`src/itc_pkg.sv`:
```
// Package with register map, field layout and timing for the status and path control block
package itc_pkg;

  // Register offsets (byte addresses)
  localparam logic [7:0] OFF_INTERRUPT_STATUS = 8'h08;
  localparam logic [7:0] OFF_RECEIVE_CONFIG   = 8'h0c;
  localparam logic [7:0] OFF_TRANSMIT_CONFIG  = 8'h10;

  // Status field positions
  localparam int BIT_MAC_RESET_TIMEOUT = 18;
  localparam int BIT_TX_STOPPED        = 17;
  localparam int BIT_RX_STOPPED        = 16;
  localparam int BIT_PHY_EVENT         = 15;
  localparam int BIT_TX_ERROR          = 14;
  localparam int BIT_TX_UNDERRUN       = 13;
  localparam int BIT_TX_OVERRUN        = 12;
  localparam int BIT_RX_DROPPED        = 11;
  localparam int PIN_COUNT             = 11;

  // Config field positions
  localparam int BIT_RX_FLUSH  = 0;
  localparam int BIT_TX_FLUSH  = 0;
  localparam int BIT_TX_STOP   = 1;
  localparam int BIT_TX_ENABLE = 2;

  // Reset values
  localparam logic [31:0] RESET_RECEIVE_CONFIG  = 32'h0000_0000;
  localparam logic [31:0] RESET_TRANSMIT_CONFIG = 32'h0000_0000;

  // Watchdog timing: 8 ms at 100 MHz
  localparam int CLK_MHZ             = 100;
  localparam int WATCHDOG_MS         = 8;
  localparam int WATCHDOG_CYCLES     = WATCHDOG_MS * 1000 * CLK_MHZ;

  // Pulse events from the MAC and data path
  typedef struct packed {
    logic tx_halted;
    logic rx_halted;
    logic tx_error;
    logic tx_underrun;
    logic tx_overrun;
    logic rx_dropped;
  } itc_event_type;

  // Register bus request
  typedef struct packed {
    logic [7:0]  addr;
    logic [31:0] wdata;
    logic        wr;
    logic        rd;
  } itc_bus_type;

endpackage

```
`src/itc_top.sv`:
```
// Interrupt status and transmit/receive path control register bank
// Overview of operation
// - Watchdog expiry of 8 ms sets bit 18
// - Watchdog expiry releases MAC reset on the next clk edge
// - Bit 17 set when stop requested and halted
// - Bit 16 set when receiver halts
// - Bit 15 mirrors PHY level interrupt, read-only
// - Bit 14 set on transmitter error pulse
// - Bit 13 set on TX FIFO underrun
// - Bit 12 set on write to full FIFO
// - Bit 11 set on dropped receive frame
// - Bits 10:0 report pin level interrupts
// - Clearing pin bit clears its wake event
// - Write one clears, zero leaves unchanged
// - RX config bit 0 flushes RX pointers, self-clears
// - TX config bit 0 flushes TX pointers, self-clears
// - TX config bit 2 enables the transmitter
// - Enable auto-clears when stopped and halted
// - Stop bit halts after frame, then self-clears
// - Writes to stop bit ignored while high
// - No frame data remains after stop clears
// - Self-clearing bits clear, ignore zeros, readable
`timescale 1ns/1ps
module itc_top #(
  parameter int WATCHDOG_CYCLES = itc_pkg::WATCHDOG_CYCLES,
  parameter int PIN_COUNT       = itc_pkg::PIN_COUNT
) (
  // Clock and reset
  input  wire logic                   clk,
  input  wire logic                   rst,
  // Register port
  input  wire itc_pkg::itc_bus_type   bus,
  output logic [31:0]                 rdata,
  // Events from MAC and FIFOs (same clock)
  input  wire itc_pkg::itc_event_type evt,
  input  wire logic                   tx_frame_active,
  input  wire logic                   tx_path_empty,
  input  wire logic                   mac_clock_seen,
  // Asynchronous level inputs
  input  wire logic                   phy_irq_level,
  input  wire logic [PIN_COUNT-1:0]   pin_level,
  // Control outputs
  output logic                        rx_flush,
  output logic                        tx_flush,
  output logic                        tx_enable,
  output logic                        tx_stop_req,
  output logic                        mac_reset_n,
  output logic [PIN_COUNT-1:0]        wake_clear
);

  // Synchroniser first stage for the PHY and pin levels
  logic [PIN_COUNT:0]         sync1_reg;
  wire  logic [PIN_COUNT:0]   sync1_next = {phy_irq_level, pin_level};
  always_ff @(posedge clk) begin
    if (rst) begin
      sync1_reg <= '0;
    end else begin
      sync1_reg <= sync1_next;
    end
  end

  // Synchroniser second stage; nothing else reads the first stage
  logic [PIN_COUNT:0]         sync2_reg;
  always_ff @(posedge clk) begin
    if (rst) begin
      sync2_reg <= '0;
    end else begin
      sync2_reg <= sync1_reg;
    end
  end

  // Synchronised PHY and pin levels
  wire  logic                 phy_level_s = sync2_reg[PIN_COUNT];
  wire  logic [PIN_COUNT-1:0] pin_level_s = sync2_reg[PIN_COUNT-1:0];

  // Register select
  wire  logic                 hit_sts = (bus.addr == itc_pkg::OFF_INTERRUPT_STATUS);
  wire  logic                 hit_rx  = (bus.addr == itc_pkg::OFF_RECEIVE_CONFIG);
  wire  logic                 hit_tx  = (bus.addr == itc_pkg::OFF_TRANSMIT_CONFIG);

  // Write strobes per register; unmapped writes are dropped
  wire  logic                 wr_sts = bus.wr && hit_sts;
  wire  logic                 wr_rx  = bus.wr && hit_rx;
  wire  logic                 wr_tx  = bus.wr && hit_tx;

  // Write-one-to-clear mask, zero bits leave the flags alone
  wire  logic [31:0]          clr = wr_sts ? bus.wdata : 32'h0000_0000;

  // Clear request per pulse-sourced status flag
  wire  logic clr_mac_timeout = clr[itc_pkg::BIT_MAC_RESET_TIMEOUT];
  wire  logic clr_tx_stopped  = clr[itc_pkg::BIT_TX_STOPPED];
  wire  logic clr_rx_stopped  = clr[itc_pkg::BIT_RX_STOPPED];
  wire  logic clr_tx_error    = clr[itc_pkg::BIT_TX_ERROR];
  wire  logic clr_tx_underrun = clr[itc_pkg::BIT_TX_UNDERRUN];
  wire  logic clr_tx_overrun  = clr[itc_pkg::BIT_TX_OVERRUN];
  wire  logic clr_rx_dropped  = clr[itc_pkg::BIT_RX_DROPPED];

  // Watchdog limit: the count at which the MAC clocks are declared missing
  logic [31:0]                wd_cnt_reg;
  logic                       wd_expired_reg;
  wire  logic                 wd_at_limit = (wd_cnt_reg == 32'(WATCHDOG_CYCLES - 1));
  wire  logic                 wd_hit = !wd_expired_reg && !mac_clock_seen && wd_at_limit;

  // Watchdog next state: restart on MAC clock activity, freeze once expired
  wire  logic [31:0]          wd_cnt_run  = 32'(wd_cnt_reg + 32'h0000_0001);
  wire  logic [31:0]          wd_cnt_next = mac_clock_seen ? 32'h0000_0000 :
                                            wd_expired_reg ? wd_cnt_reg : wd_cnt_run;
  wire  logic                 wd_expired_next = wd_expired_reg || wd_hit;

  // Watchdog counter
  always_ff @(posedge clk) begin
    if (rst) begin
      wd_cnt_reg <= 32'h0000_0000;
    end else begin
      wd_cnt_reg <= wd_cnt_next;
    end
  end

  // Watchdog expiry latch; it never re-arms until reset
  always_ff @(posedge clk) begin
    if (rst) begin
      wd_expired_reg <= 1'b0;
    end else begin
      wd_expired_reg <= wd_expired_next;
    end
  end

  // MAC reset release: clock activity or watchdog expiry, held until reset
  logic                       mac_reset_n_reg;
  wire  logic mac_reset_n_next = mac_reset_n_reg || mac_clock_seen || wd_hit;

  // MAC reset register; the release does not wait for any MAC clock edge
  always_ff @(posedge clk) begin
    if (rst) begin
      mac_reset_n_reg <= 1'b0;
    end else begin
      mac_reset_n_reg <= mac_reset_n_next;
    end
  end

  // Flush requests, one cycle each, so they read back as zero
  logic                       rx_flush_reg;
  logic                       tx_flush_reg;
  wire  logic rx_flush_next = wr_rx && bus.wdata[itc_pkg::BIT_RX_FLUSH];
  wire  logic tx_flush_next = wr_tx && bus.wdata[itc_pkg::BIT_TX_FLUSH];

  // Receive flush strobe
  always_ff @(posedge clk) begin
    if (rst) begin
      rx_flush_reg <= itc_pkg::RESET_RECEIVE_CONFIG[itc_pkg::BIT_RX_FLUSH];
    end else begin
      rx_flush_reg <= rx_flush_next;
    end
  end

  // Transmit flush strobe
  always_ff @(posedge clk) begin
    if (rst) begin
      tx_flush_reg <= itc_pkg::RESET_TRANSMIT_CONFIG[itc_pkg::BIT_TX_FLUSH];
    end else begin
      tx_flush_reg <= tx_flush_next;
    end
  end

  // Transmitter halt taken: stop pending, halt pulse, frame done, path drained
  logic                       tx_enable_reg;
  logic                       tx_stop_reg;
  wire  logic tx_halted_ok = tx_stop_reg && evt.tx_halted && !tx_frame_active &&
                             tx_path_empty;

  // Transmit control write fields
  wire  logic stop_write_one = wr_tx && bus.wdata[itc_pkg::BIT_TX_STOP];
  wire  logic enable_write   = bus.wdata[itc_pkg::BIT_TX_ENABLE];

  // Enable: follows software, dropped by hardware when the stop completes
  wire  logic tx_enable_next = tx_halted_ok ? 1'b0 :
                               wr_tx        ? enable_write : tx_enable_reg;

  // Stop: a one written while low starts it, any write while high is ignored
  wire  logic tx_stop_next = tx_halted_ok ? 1'b0 :
                             (tx_stop_reg || stop_write_one);

  // Transmitter enable register
  always_ff @(posedge clk) begin
    if (rst) begin
      tx_enable_reg <= itc_pkg::RESET_TRANSMIT_CONFIG[itc_pkg::BIT_TX_ENABLE];
    end else begin
      tx_enable_reg <= tx_enable_next;
    end
  end

  // Stop request register
  always_ff @(posedge clk) begin
    if (rst) begin
      tx_stop_reg <= itc_pkg::RESET_TRANSMIT_CONFIG[itc_pkg::BIT_TX_STOP];
    end else begin
      tx_stop_reg <= tx_stop_next;
    end
  end

  // Set conditions of the pulse-sourced flags
  wire  logic set_mac_timeout = wd_hit;
  wire  logic set_tx_stopped  = tx_halted_ok;
  wire  logic set_rx_stopped  = evt.rx_halted;
  wire  logic set_tx_error    = evt.tx_error;
  wire  logic set_tx_underrun = evt.tx_underrun;
  wire  logic set_tx_overrun  = evt.tx_overrun;
  wire  logic set_rx_dropped  = evt.rx_dropped;

  // Flag registers
  logic                       mac_reset_timeout_flag_reg;
  logic                       transmitter_stopped_flag_reg;
  logic                       receiver_stopped_flag_reg;
  logic                       transmit_error_flag_reg;
  logic                       tx_fifo_underrun_flag_reg;
  logic                       tx_fifo_overrun_flag_reg;
  logic                       rx_frame_dropped_flag_reg;

  // Flag next values: a new event wins over a same-cycle clear
  wire  logic mac_reset_timeout_flag_next   = set_mac_timeout |
                                              (mac_reset_timeout_flag_reg & ~clr_mac_timeout);
  wire  logic transmitter_stopped_flag_next = set_tx_stopped |
                                              (transmitter_stopped_flag_reg & ~clr_tx_stopped);
  wire  logic receiver_stopped_flag_next    = set_rx_stopped |
                                              (receiver_stopped_flag_reg & ~clr_rx_stopped);
  wire  logic transmit_error_flag_next      = set_tx_error |
                                              (transmit_error_flag_reg & ~clr_tx_error);
  wire  logic tx_fifo_underrun_flag_next    = set_tx_underrun |
                                              (tx_fifo_underrun_flag_reg & ~clr_tx_underrun);
  wire  logic tx_fifo_overrun_flag_next     = set_tx_overrun |
                                              (tx_fifo_overrun_flag_reg & ~clr_tx_overrun);
  wire  logic rx_frame_dropped_flag_next    = set_rx_dropped |
                                              (rx_frame_dropped_flag_reg & ~clr_rx_dropped);

  // MAC reset timeout flag
  always_ff @(posedge clk) begin
    if (rst) begin
      mac_reset_timeout_flag_reg <= 1'b0;
    end else begin
      mac_reset_timeout_flag_reg <= mac_reset_timeout_flag_next;
    end
  end

  // Transmitter stopped flag
  always_ff @(posedge clk) begin
    if (rst) begin
      transmitter_stopped_flag_reg <= 1'b0;
    end else begin
      transmitter_stopped_flag_reg <= transmitter_stopped_flag_next;
    end
  end

  // Receiver stopped flag
  always_ff @(posedge clk) begin
    if (rst) begin
      receiver_stopped_flag_reg <= 1'b0;
    end else begin
      receiver_stopped_flag_reg <= receiver_stopped_flag_next;
    end
  end

  // Transmit error flag
  always_ff @(posedge clk) begin
    if (rst) begin
      transmit_error_flag_reg <= 1'b0;
    end else begin
      transmit_error_flag_reg <= transmit_error_flag_next;
    end
  end

  // Transmit FIFO underrun flag
  always_ff @(posedge clk) begin
    if (rst) begin
      tx_fifo_underrun_flag_reg <= 1'b0;
    end else begin
      tx_fifo_underrun_flag_reg <= tx_fifo_underrun_flag_next;
    end
  end

  // Transmit FIFO overrun flag, a sign of a broken data path
  always_ff @(posedge clk) begin
    if (rst) begin
      tx_fifo_overrun_flag_reg <= 1'b0;
    end else begin
      tx_fifo_overrun_flag_reg <= tx_fifo_overrun_flag_next;
    end
  end

  // Receive frame dropped flag
  always_ff @(posedge clk) begin
    if (rst) begin
      rx_frame_dropped_flag_reg <= 1'b0;
    end else begin
      rx_frame_dropped_flag_reg <= rx_frame_dropped_flag_next;
    end
  end

  // Pin flags and wake clears
  logic [PIN_COUNT-1:0]       pin_event_flags_reg;
  logic [PIN_COUNT-1:0]       pin_event_flags_next;
  logic [PIN_COUNT-1:0]       wake_clear_reg;
  logic [PIN_COUNT-1:0]       wake_clear_next;

  // Per pin: a high level sets the flag and beats a clear; a clear drops the wake event
  genvar g;
  generate
    for (g = 0; g < PIN_COUNT; g++) begin : g_pin
      assign pin_event_flags_next[g] = pin_level_s[g] | (pin_event_flags_reg[g] & ~clr[g]);
      assign wake_clear_next[g]      = clr[g];
    end
  endgenerate

  // Pin flag register; after reset it latches high synchronised pin levels until cleared
  always_ff @(posedge clk) begin
    if (rst) begin
      pin_event_flags_reg <= '0;
    end else begin
      pin_event_flags_reg <= pin_event_flags_next;
    end
  end

  // Wake clear pulses, one cycle after the clearing write
  always_ff @(posedge clk) begin
    if (rst) begin
      wake_clear_reg <= '0;
    end else begin
      wake_clear_reg <= wake_clear_next;
    end
  end

  // Status word assembly; the PHY bit is a plain mirror with no storage
  logic [31:0]                sts_word;
  always_comb begin
    sts_word = 32'h0000_0000;
    sts_word[itc_pkg::BIT_MAC_RESET_TIMEOUT] = mac_reset_timeout_flag_reg;
    sts_word[itc_pkg::BIT_TX_STOPPED]        = transmitter_stopped_flag_reg;
    sts_word[itc_pkg::BIT_RX_STOPPED]        = receiver_stopped_flag_reg;
    sts_word[itc_pkg::BIT_PHY_EVENT]         = phy_level_s;
    sts_word[itc_pkg::BIT_TX_ERROR]          = transmit_error_flag_reg;
    sts_word[itc_pkg::BIT_TX_UNDERRUN]       = tx_fifo_underrun_flag_reg;
    sts_word[itc_pkg::BIT_TX_OVERRUN]        = tx_fifo_overrun_flag_reg;
    sts_word[itc_pkg::BIT_RX_DROPPED]        = rx_frame_dropped_flag_reg;
    sts_word[PIN_COUNT-1:0]                  = pin_event_flags_reg;
  end

  // Receive configuration word
  logic [31:0]                rx_word;
  always_comb begin
    rx_word = 32'h0000_0000;
    rx_word[itc_pkg::BIT_RX_FLUSH] = rx_flush_reg;
  end

  // Transmit configuration word
  logic [31:0]                tx_word;
  always_comb begin
    tx_word = 32'h0000_0000;
    tx_word[itc_pkg::BIT_TX_FLUSH]  = tx_flush_reg;
    tx_word[itc_pkg::BIT_TX_STOP]   = tx_stop_reg;
    tx_word[itc_pkg::BIT_TX_ENABLE] = tx_enable_reg;
  end

  // Read select; unmapped addresses read as zero
  wire  logic [31:0] rd_mux = hit_sts ? sts_word :
                              hit_rx  ? rx_word  :
                              hit_tx  ? tx_word  : 32'h0000_0000;
  wire  logic [31:0] rdata_next = bus.rd ? rd_mux : 32'h0000_0000;

  // Read data register, valid the cycle after the read strobe only
  logic [31:0]                rdata_reg;
  always_ff @(posedge clk) begin
    if (rst) begin
      rdata_reg <= 32'h0000_0000;
    end else begin
      rdata_reg <= rdata_next;
    end
  end

  // Outputs straight from flops
  assign rdata       = rdata_reg;
  assign rx_flush    = rx_flush_reg;
  assign tx_flush    = tx_flush_reg;
  assign tx_enable   = tx_enable_reg;
  assign tx_stop_req = tx_stop_reg;
  assign mac_reset_n = mac_reset_n_reg;
  assign wake_clear  = wake_clear_reg;

endmodule // itc_top

```
`config.mk`:
```
export PLATFORM = sky130hd
export DESIGN_NAME = itc_top
export DESIGN_NICKNAME = d
export VERILOG_FILES = /design/src/itc_pkg.sv /design/src/itc_top.sv
export SDC_FILE = /design/constraint.sdc
export NUM_CORES = 1
export LEC_CHECK = 0
export ABC_AREA = 0
export BUFFER_PORTS_ARGS = -buffer_cell sky130_fd_sc_hd__clkbuf_2
export CORE_MARGIN = 2
export CORE_UTILIZATION = 45
export CTS_BUF_LIST = sky130_fd_sc_hd__clkbuf_16
export DETAILED_ROUTE_END_ITERATION = 8
export PLACE_DENSITY = 0.7
export RECOVER_POWER = 50
export SYNTH_ARGS = -nofsm -noshare
export SYNTH_HDL_FRONTEND = slang
export SYNTH_SLANG_ARGS = --single-unit
```
`constraint.sdc`:
```
create_clock -name clk -period 3 [get_ports clk]
set_input_delay 0.6 -clock clk [delete_from_list [all_inputs] [get_ports clk]]
set_output_delay 0.6 -clock clk [all_outputs]
set_load 0.02 [all_outputs]
```
==> impl_results.md, run 1 <==
- Die height: 100.0 um
- Failing checks: max-capacitance violations, max-slew violations
- Initial Util: 0.4556
- Area leader, netlist: dfxtp_1
- Yosys warns: 0
- Static leakage: 1.845 nW
- Drt pass-1 iters: 4
- Post-Syn Instances: 448
- Antenna-violating nets left: 0
- TritonCTS clock tree: done
- Max-cap violations: 2
- Hold Fails Final Rpt: 0
- Worst setup EP type: register
- Final Max Slew Viols: 74
- Routability cong.: 0.8306
- RSZ-0062 raised after global routing: no
- Crit path max-delay cell type: clkbuf_1
- Crit-path max FO: 40
- Area Overhead vs Synth: 16.79%
- Worst EP required: 3230 ps
- Largest net degree at the start of global routing: between 40 and 50
- Mean post-synth cell area: 9.264 um^2
- Register Area: 0.002202 mm^2
- DRC violation total after the first TritonRoute iteration: 157
- H-Tree Depth: 3
- IO Port Bufs: 85
- Die width: 100.0 um
- Post-CTS resize count: 0
- HP Class: reg2reg
- Part of the cycle the worst path needs: 0.8344
- Via/cell ratio: around 5.1
- # rows: 35
- Seq/Total Area, Yosys: 0.5306
- Largest register FFs: 32
- Startpoint types: primary input
- Mapped Area: around 0.0042 mm^2
- CTS root buf: clkbuf_16
- Mean routed wirelength per cell: ~13 um
- Drt drc: 0
- Total core area: 0.009109 mm^2
- Die Area: 0.01001 mm^2
- Power per cell area: between 500 and 600 mW/mm^2
- Post-synth top area share: 0.5306
- Initial antenna violation count: 0
- Hold Buf Count CTS: 0
- Netlist cell types: 42
- Critical-path cell list: clkbuf_1, clkbuf_1, nor3b_2, buf_4, and2_1
- Flops & latches, synth: 110
- Post-CTS Setup Inserts: 0
- Setup violations, final: 0
- Dpl hpwl: 5.729 mm
- Fillers: 869
- Synth top area cells: dfxtp_1 53%, a21oi_1 5.2%, and2_1 4.1%
- Clk buf depth: 2
- VDD IR max: 242.5 uV
- Skew-Pair Late Insertion Delay: 340 ps
- Setup TNS: 0 ps
- WP data arrival: 2730 ps
- Slew headroom: -0.1930
- F_max: 399.5 MHz
- Min Tclk post-route: around 2500 ps
- Largest stage delay on the critical path: 1250 ps
- Fraction of layout cells with a size suffix above 1: 0.1450
- Vias in the first global route: 2,905
- Skew final: 10.65 ps
- Clk sink count: 110
- Global-route wire length before repair: between 10 and 15 mm
- Ant. Diodes: 0
- I/O pins: 113
- Tot Pwr: 2.783 mW
- Multi-input logic area: 0.001715 mm^2
- Via count: 3,290
- Clk slew on worst S/H paths: approximately 70 ps
- Nets: 593
- Status: complete, but fails checks
- Crit-path most repeated cell: clkbuf_1
- Drt total wl: 8.211 mm
- Worst-margin pin slew: 1790 ps
- Critical path type: in2reg
- Num CTS Buffers: 9
- Total GRT Usage: 0.1611
- Grt total ovfl: 0
==> layout by cell type (no fill, tap or decap), drive strengths merged, types with 3 or more instances in the layout <==
master / Yosys / layout
a21oi: 43 / 43
and2: 27 / 27
and3: 3 / 3
and4: 3 / 3
buf: 18 / 4
clkbuf: 16 / 95
conb: 1 / 13
dfxtp: 110 / 110
inv: 22 / 24
nand2: 33 / 33
nand2b: 3 / 3
nand3: 12 / 12
nand4: 9 / 9
nor2: 19 / 19
nor2b: 24 / 24
nor3: 4 / 4
nor3b: 3 / 3
nor4: 8 / 8
o21ai: 23 / 23
o31ai: 13 / 13
or3: 7 / 7
or4: 20 / 20
xnor2: 4 / 4
xor2: 7 / 7
==> critical path, delay by kind of cell <==
kind / cells / cell delay (ps)
buffers and inverters: 3 / 1870
and+or+nand+nor: 2 / 250
==> final timing paths <==
check,from,to,slack [ps],cells after the start
hold reg to reg,sync2_reg[11]$_SDFF_PP0_,rdata[15]$_SDFF_PP0_,420,1
hold / removal,sync2_reg[11]$_SDFF_PP0_,rdata[15]$_SDFF_PP0_,420,1
setup reg to reg,wd_cnt_reg[0]$_SDFFE_PP0N_,wd_cnt_reg[18]$_SDFFE_PP0N_,560,5
setup / recovery,rst,wake_clear[10]$_SDFF_PP0_,500,5
==> cell families (layout without fill, tap and decap cells) <==
group | Yosys count | after routing | synth area share
mux | 1 | 1 | 0.002412
xor+xnor | 11 | 11 | 0.02321
buf+inv | 56 | 127 | 0.06693
flops | 110 | 110 | 0.5306
other cells | 1 | 13 | 0.0009036
simple gates | 185 | 185 | 0.2623
compound gates | 83 | 83 | 0.1106
fa+ha+maj | 1 | 1 | 0.003014
==> report_power, final <==
| part | leakage (nW) | internal [mW] | total, mW | switching (mW) |
|---|---|---|---|---|
| Combinational | 0.808 | 0.0481 | 0.119 | 0.0705 |
| Clock | 0.142 | 0.648 | 1.17 | 0.517 |
| Sequential | 0.895 | 1.49 | 1.50 | 0.00972 |
==> through the flow <==
step | setup slack [ps] | cell area [um^2] | util | hold WS (ps) | instances
3_3_place_gp | 431.4 | 4602 | 0.5052 | 414.9 | 627
2_1_floorplan | 690.1 | 4195 | - | 405.7 | 460
3_5_place_dp | 394.1 | 4602 | 0.5052 | 417.5 | 627
6_report | 496.7 | 4847 | 0.5321 | 419.0 | 642
4_1_cts | 586.6 | 4896 | 0.5375 | 425.3 | 642
5_1_grt | 272.1 | 4847 | 0.5321 | 442.4 | 642
==> synth_stat cells, drive strengths merged <==
cell,number
or4b,1
buf,18
nor3b,3
nand4b,2
o31ai,13
nor2b,24
a21bo,1
dfxtp,110
mux2i,1
nor4,8
or2,2
a31oi,1
a22oi,2
and3,3
nand3,12
nor2,19
and2b,1
nor3,4
a21oi,43
or4,20
clkbuf,16
o21ai,23
nand3b,2
or3,7
xor2,7
conb,1
xnor2,4
ha,1
and4,3
nand2,33
inv,22
nand2b,3
nand4,9
and4b,2
and2,27
==> final cells by class <==
cell class	count	share of cell area
flip-flops and latches	110	0.4543
multi-input cells	294	0.3539
repair buffers	90	0.08544
clock buffers	9	0.04646
well taps	111	0.02865
inverters	22	0.01704
clock inverters	6	0.01420
==> routing by layer <==
layer	global-route usage	wire [um]	vias to the layer above
met5	0	0	-
met4	0.05058	45	0
met3	0.05362	546	4
met2	0.2552	3699	100
met1	0.2093	3920	1511
li1	-	-	1675
No activity file was read; power rests on OpenSTA's default activity.
==> run 2, diff against run 1 <==
--- a/config.mk
+++ b/config.mk
@@ -11,7 +11,7 @@
 export CORE_UTILIZATION = 45
 export CTS_BUF_LIST = sky130_fd_sc_hd__clkbuf_16
 export DETAILED_ROUTE_END_ITERATION = 8
-export PLACE_DENSITY = 0.7
+export PLACE_DENSITY = 0.73
 export RECOVER_POWER = 50
 export SYNTH_ARGS = -nofsm -noshare
 export SYNTH_HDL_FRONTEND = slang
==> constraint.sdc (replaced) <==
create_clock -name clk -period 2.05 [get_ports clk]
set_input_delay 0.41 -clock clk [delete_from_list [all_inputs] [get_ports clk]]
set_output_delay 0.41 -clock clk [all_outputs]
set_load 0.02 [all_outputs]
==> impl_results.md, run 2 (synthesis gave the netlist of run 1 again) <==
- Largest net degree at the start of global routing: 36
- Met3 wire len: 512 um
- Antenna-violating nets left: 0
- VDD IR max: 466.2 uV
- Dpl hpwl: 6.105 mm
- # rows: 35
- F_max: 506.0 MHz
- Skew final: slightly below 7 ps
- Total GRT Usage: 0.1703
- Global-route wire length before repair: between 10 and 15 mm
- DRC violation total after the first TritonRoute iteration: 162
- Largest register FFs: 32
- Status: complete, no violations
- Largest stage delay on the critical path: around 540 ps
- Worst setup EP type: register
- Area Overhead vs Synth: 22.31%
- HP Class: in2reg
- Tot Pwr: ~4.0 mW
- Buf/Inv on CP: 2
- Drt total wl: 8.696 mm
- Commonest non-fill, non-tap cells in the layout: 107 x dfxtp_1, 49 x clkbuf_2, 43 x a21oi_1, 38 x clkbuf_1, 33 x nand2_1
- DR top layer: met4
- Post-CTS Setup Inserts: 0
- Clk slew on worst S/H paths: 70 ps
- Fraction of layout cells with a size suffix above 1: 0.2032
- Min Tclk post-route: 1976 ps
- Via count: about 3,400
- Most common cell after layout, fill and taps aside: dfxtp_1
- IO Port Bufs: 85
- Vias in the first global route: around 3,000
- Crit path max-delay cell type: or4_4
- Drt pass-1 iters: 4
- I/O pins: 113
- Die height: 100.0 um
- Skew-Pair Late Insertion Delay: 340 ps
- Power per cell area: 789.1 mW/mm^2
- Grt total ovfl: 0
- Crit-path max FO: 8
- RSZ-0062 raised after global routing: no
- Met2 Wirelength: around 4 mm
- Initial antenna violation count: 0
- Worst EP required: 2320 ps
- Critical-path cell list: ha_2, inv_1, or4_4, buf_6, or4_1, a21oi_1
- Die Area: 0.01001 mm^2
- TritonCTS clock tree: done
- Max-cap violations: 0
- Ant. Diodes: 0
- Slew headroom: 0.06357
- Setup violations, final: 0
- Drt drc: 0
- Hold Fails Final Rpt: 0
- Critical path type: reg2reg
- Clk sink count: 110
- Clk buf depth: 2
- Placed insts: between 600 and 700
- Mean routed wirelength per cell: 12.94 um
- M1 wire length: 4.039 mm
- Hold WS: roughly 280 ps
- Crit path max-delay family: simple AND/OR/NAND/NOR gates
- Part of the cycle the worst path needs: 0.9640
- Final core utilization: 0.5573
- Worst-margin pin slew: 1405 ps
- Total core area: 0.009109 mm^2
- CTS root buf: clkbuf_16
- Nets: 622
- Routability cong.: approximately 0.84
- Static leakage: between 1.5 and 2 nW
- Num CTS Buffers: 9
- Final Max Slew Viols: 0
- Die width: 100.0 um
- Startpoint types: register
- Fillers: 825
- WP data arrival: 2240 ps
- H-Tree Depth: 3
- Final non-filler cell total: 672
- Via/cell ratio: 5.061
- Initial Util: 0.4556
[run 2: final timing paths]
path                                   start                                  to  slack [ps]  depth (start not counted)
hold reg to reg     sync2_reg[10]$_SDFF_PP0_  pin_event_flags_reg[10]$_SDFF_PP0_         430                          2
setup / recovery  wd_cnt_reg[1]$_SDFFE_PP0N_         wd_cnt_reg[20]$_SDFFE_PP0N_          70                          6
setup reg to reg  wd_cnt_reg[1]$_SDFFE_PP0N_         wd_cnt_reg[20]$_SDFFE_PP0N_          70                          6
hold / removal                  pin_level[4]             sync1_reg[4]$_SDFF_PP0_         280                          2
[run 2: final cells by class]
cell class / count / area (um^2) / share of cell area
Clock buffer: 9 / 225.2 / 0.04437
Clock inverter: 7 / 55.05 / 0.01085
Inverter: 22 / 82.58 / 0.01627
Multi-Input combinational cell: 294 / 1739 / 0.3426
Sequential cell: 110 / 2206 / 0.4346
Tap cell: 111 / 138.9 / 0.02736
Timing Repair Buffer: 119 / 629.4 / 0.1240
[run 2: power breakdown]
part	internal, mW	switching, mW	leakage [nW]
clock	0.840	0.784	0.140
sequential	2.18	0.0145	0.896
combinational	0.0767	0.111	0.960
[run 2: routing by layer]
layer  track usage  vias up
met2        0.2812      100
met1        0.2138     1555
met3       0.04526        7
met4       0.06533        0
met5             0        -
li1              -     1739
[run 2: metrics by stage]
step	setup WS, ps	cell area (um^2)	setup TNS [ps]
after floorplan	2.548	4215	0
after global placement	-22.15	4830	-193.8
after detailed placement	-83.21	4830	-928.0
after CTS	12.24	5110	0
after global routing	1.176	5076	0
final	73.90	5076	0
[run 2: repair_timing]
item | in CTS | in global routing
hold buffers | 0 | 0
setup endpoints to repair | 0 | 9
gates resized for setup | 0 | 5
==> run 3, diff against run 2 <==
--- a/config.mk
+++ b/config.mk
@@ -13,6 +13,7 @@
 export DETAILED_ROUTE_END_ITERATION = 8
 export PLACE_DENSITY = 0.73
 export RECOVER_POWER = 50
+export SETUP_SLACK_MARGIN = 0.5
 export SYNTH_ARGS = -nofsm -noshare
 export SYNTH_HDL_FRONTEND = slang
 export SYNTH_SLANG_ARGS = --single-unit
==> impl_results.md, run 3 (synthesis gave the netlist of run 1 again) <==
- I/O pins: 113
- Most common cell after layout, fill and taps aside: dfxtp_1
- F_max: 523.6 MHz
- Global routing met2 resource utilization: 0.3254
- Final core utilization: 0.6163
- HP Class: in2reg
- Largest net degree at the start of global routing: 49
- Largest register FFs: 32
- Critical path type: reg2reg
- H-Tree Depth: 3
- Drt pass-1 iters: 4
- Clk buf depth: 2
- Clk sink count: 110
- Num CTS Buffers: 9
- Mean routed wirelength per cell: 14.38 um
- DRC violation total after the first TritonRoute iteration: 199
- Grt peak-use layer: met2
- Dpl hpwl: 6.057 mm
- R2R Setup Slk: 140 ps
- WP data arrival: about 2200 ps
- Critical R2R Capture: wd_cnt_reg[24]$_SDFFE_PP0N_
- Via/cell ratio: about 5.2
- Global-route wire length before repair: around 15 mm
- Part of the cycle the worst path needs: 0.9316
- Worst setup EP type: register
- Fraction of layout cells with a size suffix above 1: 0.3402
- VDD IR max: 443.1 uV
- Initial antenna violation count: 0
- Sw Ratio: 0.2370
- Hold endpoint: sync1_reg[11]$_SDFF_PP0_
- Startpoint types: register
- Initial Util: 0.4556
- Met1 usage: 0.2275
- Total core area: 0.009109 mm^2
- RR Startpoint: wd_cnt_reg[1]$_SDFFE_PP0N_
- Nets: 643
- Min Tclk post-route: 1910 ps
- Clock group share of total power: 0.411
- Power per cell area: 727.3 mW/mm^2
- Worst r2r path cells: 6
- Ant. Diodes: 0
- CTS root buf: clkbuf_16
- Status: complete, no violations
- CP Launch Point: wd_cnt_reg[1]$_SDFFE_PP0N_
- Worst-margin pin slew: 1169 ps
- # rows: 35
- Drt drc: 0
- Final Max Slew Viols: 0
- Logic pwr share: 0.051
- Antenna-violating nets left: 0
- Dpl cell area: 0.004807 mm^2
- Post-Layout Inst Area: 0.005614 mm^2
- Drt total wl: 9.964 mm
- Grt total ovfl: 0
- Skew final: 8.198 ps
- Die height: 100.0 um
- Die Area: about 0.010 mm^2
- Met3 Track Usage GR: 0.06476
- Hold_sp: phy_irq_level
- Skew-Pair Late Insertion Delay: 350 ps
- Setup violations, final: 0
- Max-cap violations: 0
- Tot Pwr: around 4.1 mW
- Static leakage: 2.203 nW
- Clk slew on worst S/H paths: about 80 ps
- Area Overhead vs Synth: 35.27%
- Crit-path max FO: 7
- IO Port Bufs: between 80 and 90
- Routability cong.: 0.8227
- Hold Fails Final Rpt: 0
- Total GRT Usage: 0.1934
- WHS Path Cells: 2
- Worst EP required: 2320 ps
- RSZ-0062 raised after global routing: yes
- Vias in the first global route: 3,424
- Die width: 100.0 um
- Power Internal: ~3.1 mW
- Switching Power: 0.9679 mW
- Via count: 3,633
- Commonest non-fill, non-tap cells in the layout: 95 x dfxtp_1, 49 x clkbuf_2, 38 x clkbuf_1, 35 x buf_4, 33 x a21oi_1
- TritonCTS clock tree: done
- Reg power frac: 0.538
- Slew headroom: 0.2206
## run 3: cell types whose count changed in the layout (fill, tap and decap cells not counted), sizes merged
cell | before | now
buf | 32 | 52
clkinv | 4 | 2
clkinvlp | 0 | 1
inv | 25 | 26
or4 | 20 | 21
## run 3: metal layers
metal,wire length (um),vias to the layer above,share of wire
met4,211,0,0.021
li1,-,1787,-
met3,706,18,0.071
met1,4204,1693,0.42
met5,0,-,0
met2,4841,135,0.49
## run 3: timing repair
item                       4_1_cts  5_1_grt
pin swaps                       50       19
gates resized for setup         62       39
hold buffers                     0        0
setup endpoints to repair       64       72
cloned                           3        1
buffers inserted                18        4
## run 3: per-stage QoR
step	instances	hold WS, ps	setup WS [ps]	TNS [ps]
2_1_floorplan	460	405.7	24.98	0
3_3_place_gp	651	416.9	-18.62	-118.5
3_5_place_dp	651	420.4	-40.73	-493.8
4_1_cts	688	262.2	123.1	0
5_1_grt	693	272.9	56.89	0
6_report	693	273.9	140.2	0
## run 3: worst max-delay path by stage
stage | endpoint | slack (ps) | cells past startpoint
2_1_floorplan | wd_cnt_reg[30]$_SDFFE_PP0N_ | 20 | 7
3_3_place_gp | wake_clear[4]$_SDFF_PP0_ | -20 | 6
3_5_place_dp | wake_clear[4]$_SDFF_PP0_ | -40 | 6
4_1_cts | wd_cnt_reg[30]$_SDFFE_PP0N_ | 120 | 5
5_1_grt | wd_cnt_reg[20]$_SDFFE_PP0N_ | 60 | 7
6_report | wd_cnt_reg[24]$_SDFFE_PP0N_ | 140 | 6
## run 3: power groups by stage
| stage | Sequential (mW) | Clock [mW] | Combinational (mW) |
|---|---|---|---|
| floorplan | 2.24 | 0 | 0.124 |
| detailed placement | 2.24 | 0 | 0.187 |
| CTS | 2.20 | 1.70 | 0.201 |
| global placement | 2.24 | 0 | 0.184 |
| global route | 2.20 | 1.80 | 0.231 |
| finish | 2.20 | 1.68 | 0.207 |
## run 3: area by class of cell
| class | count | area (um^2) |
|---|---|---|
| timing repair buffer | 139 | 862.1 |
| inverter | 22 | 82.58 |
| clock buffer | 9 | 225.2 |
| sequential | 110 | 2228 |
| fill | 745 | 3495 |
| multi-input combinational | 295 | 2011 |
| tap | 111 | 138.9 |
| clock inverter | 7 | 66.31 |
## run 3: critical path, cell delays in order (launching register included)
cell	delay, ps
dfxtp_4	370
ha_4	140
inv_2	40
or4_4	530
buf_6	160
or4_4	470
a21oi_2	140
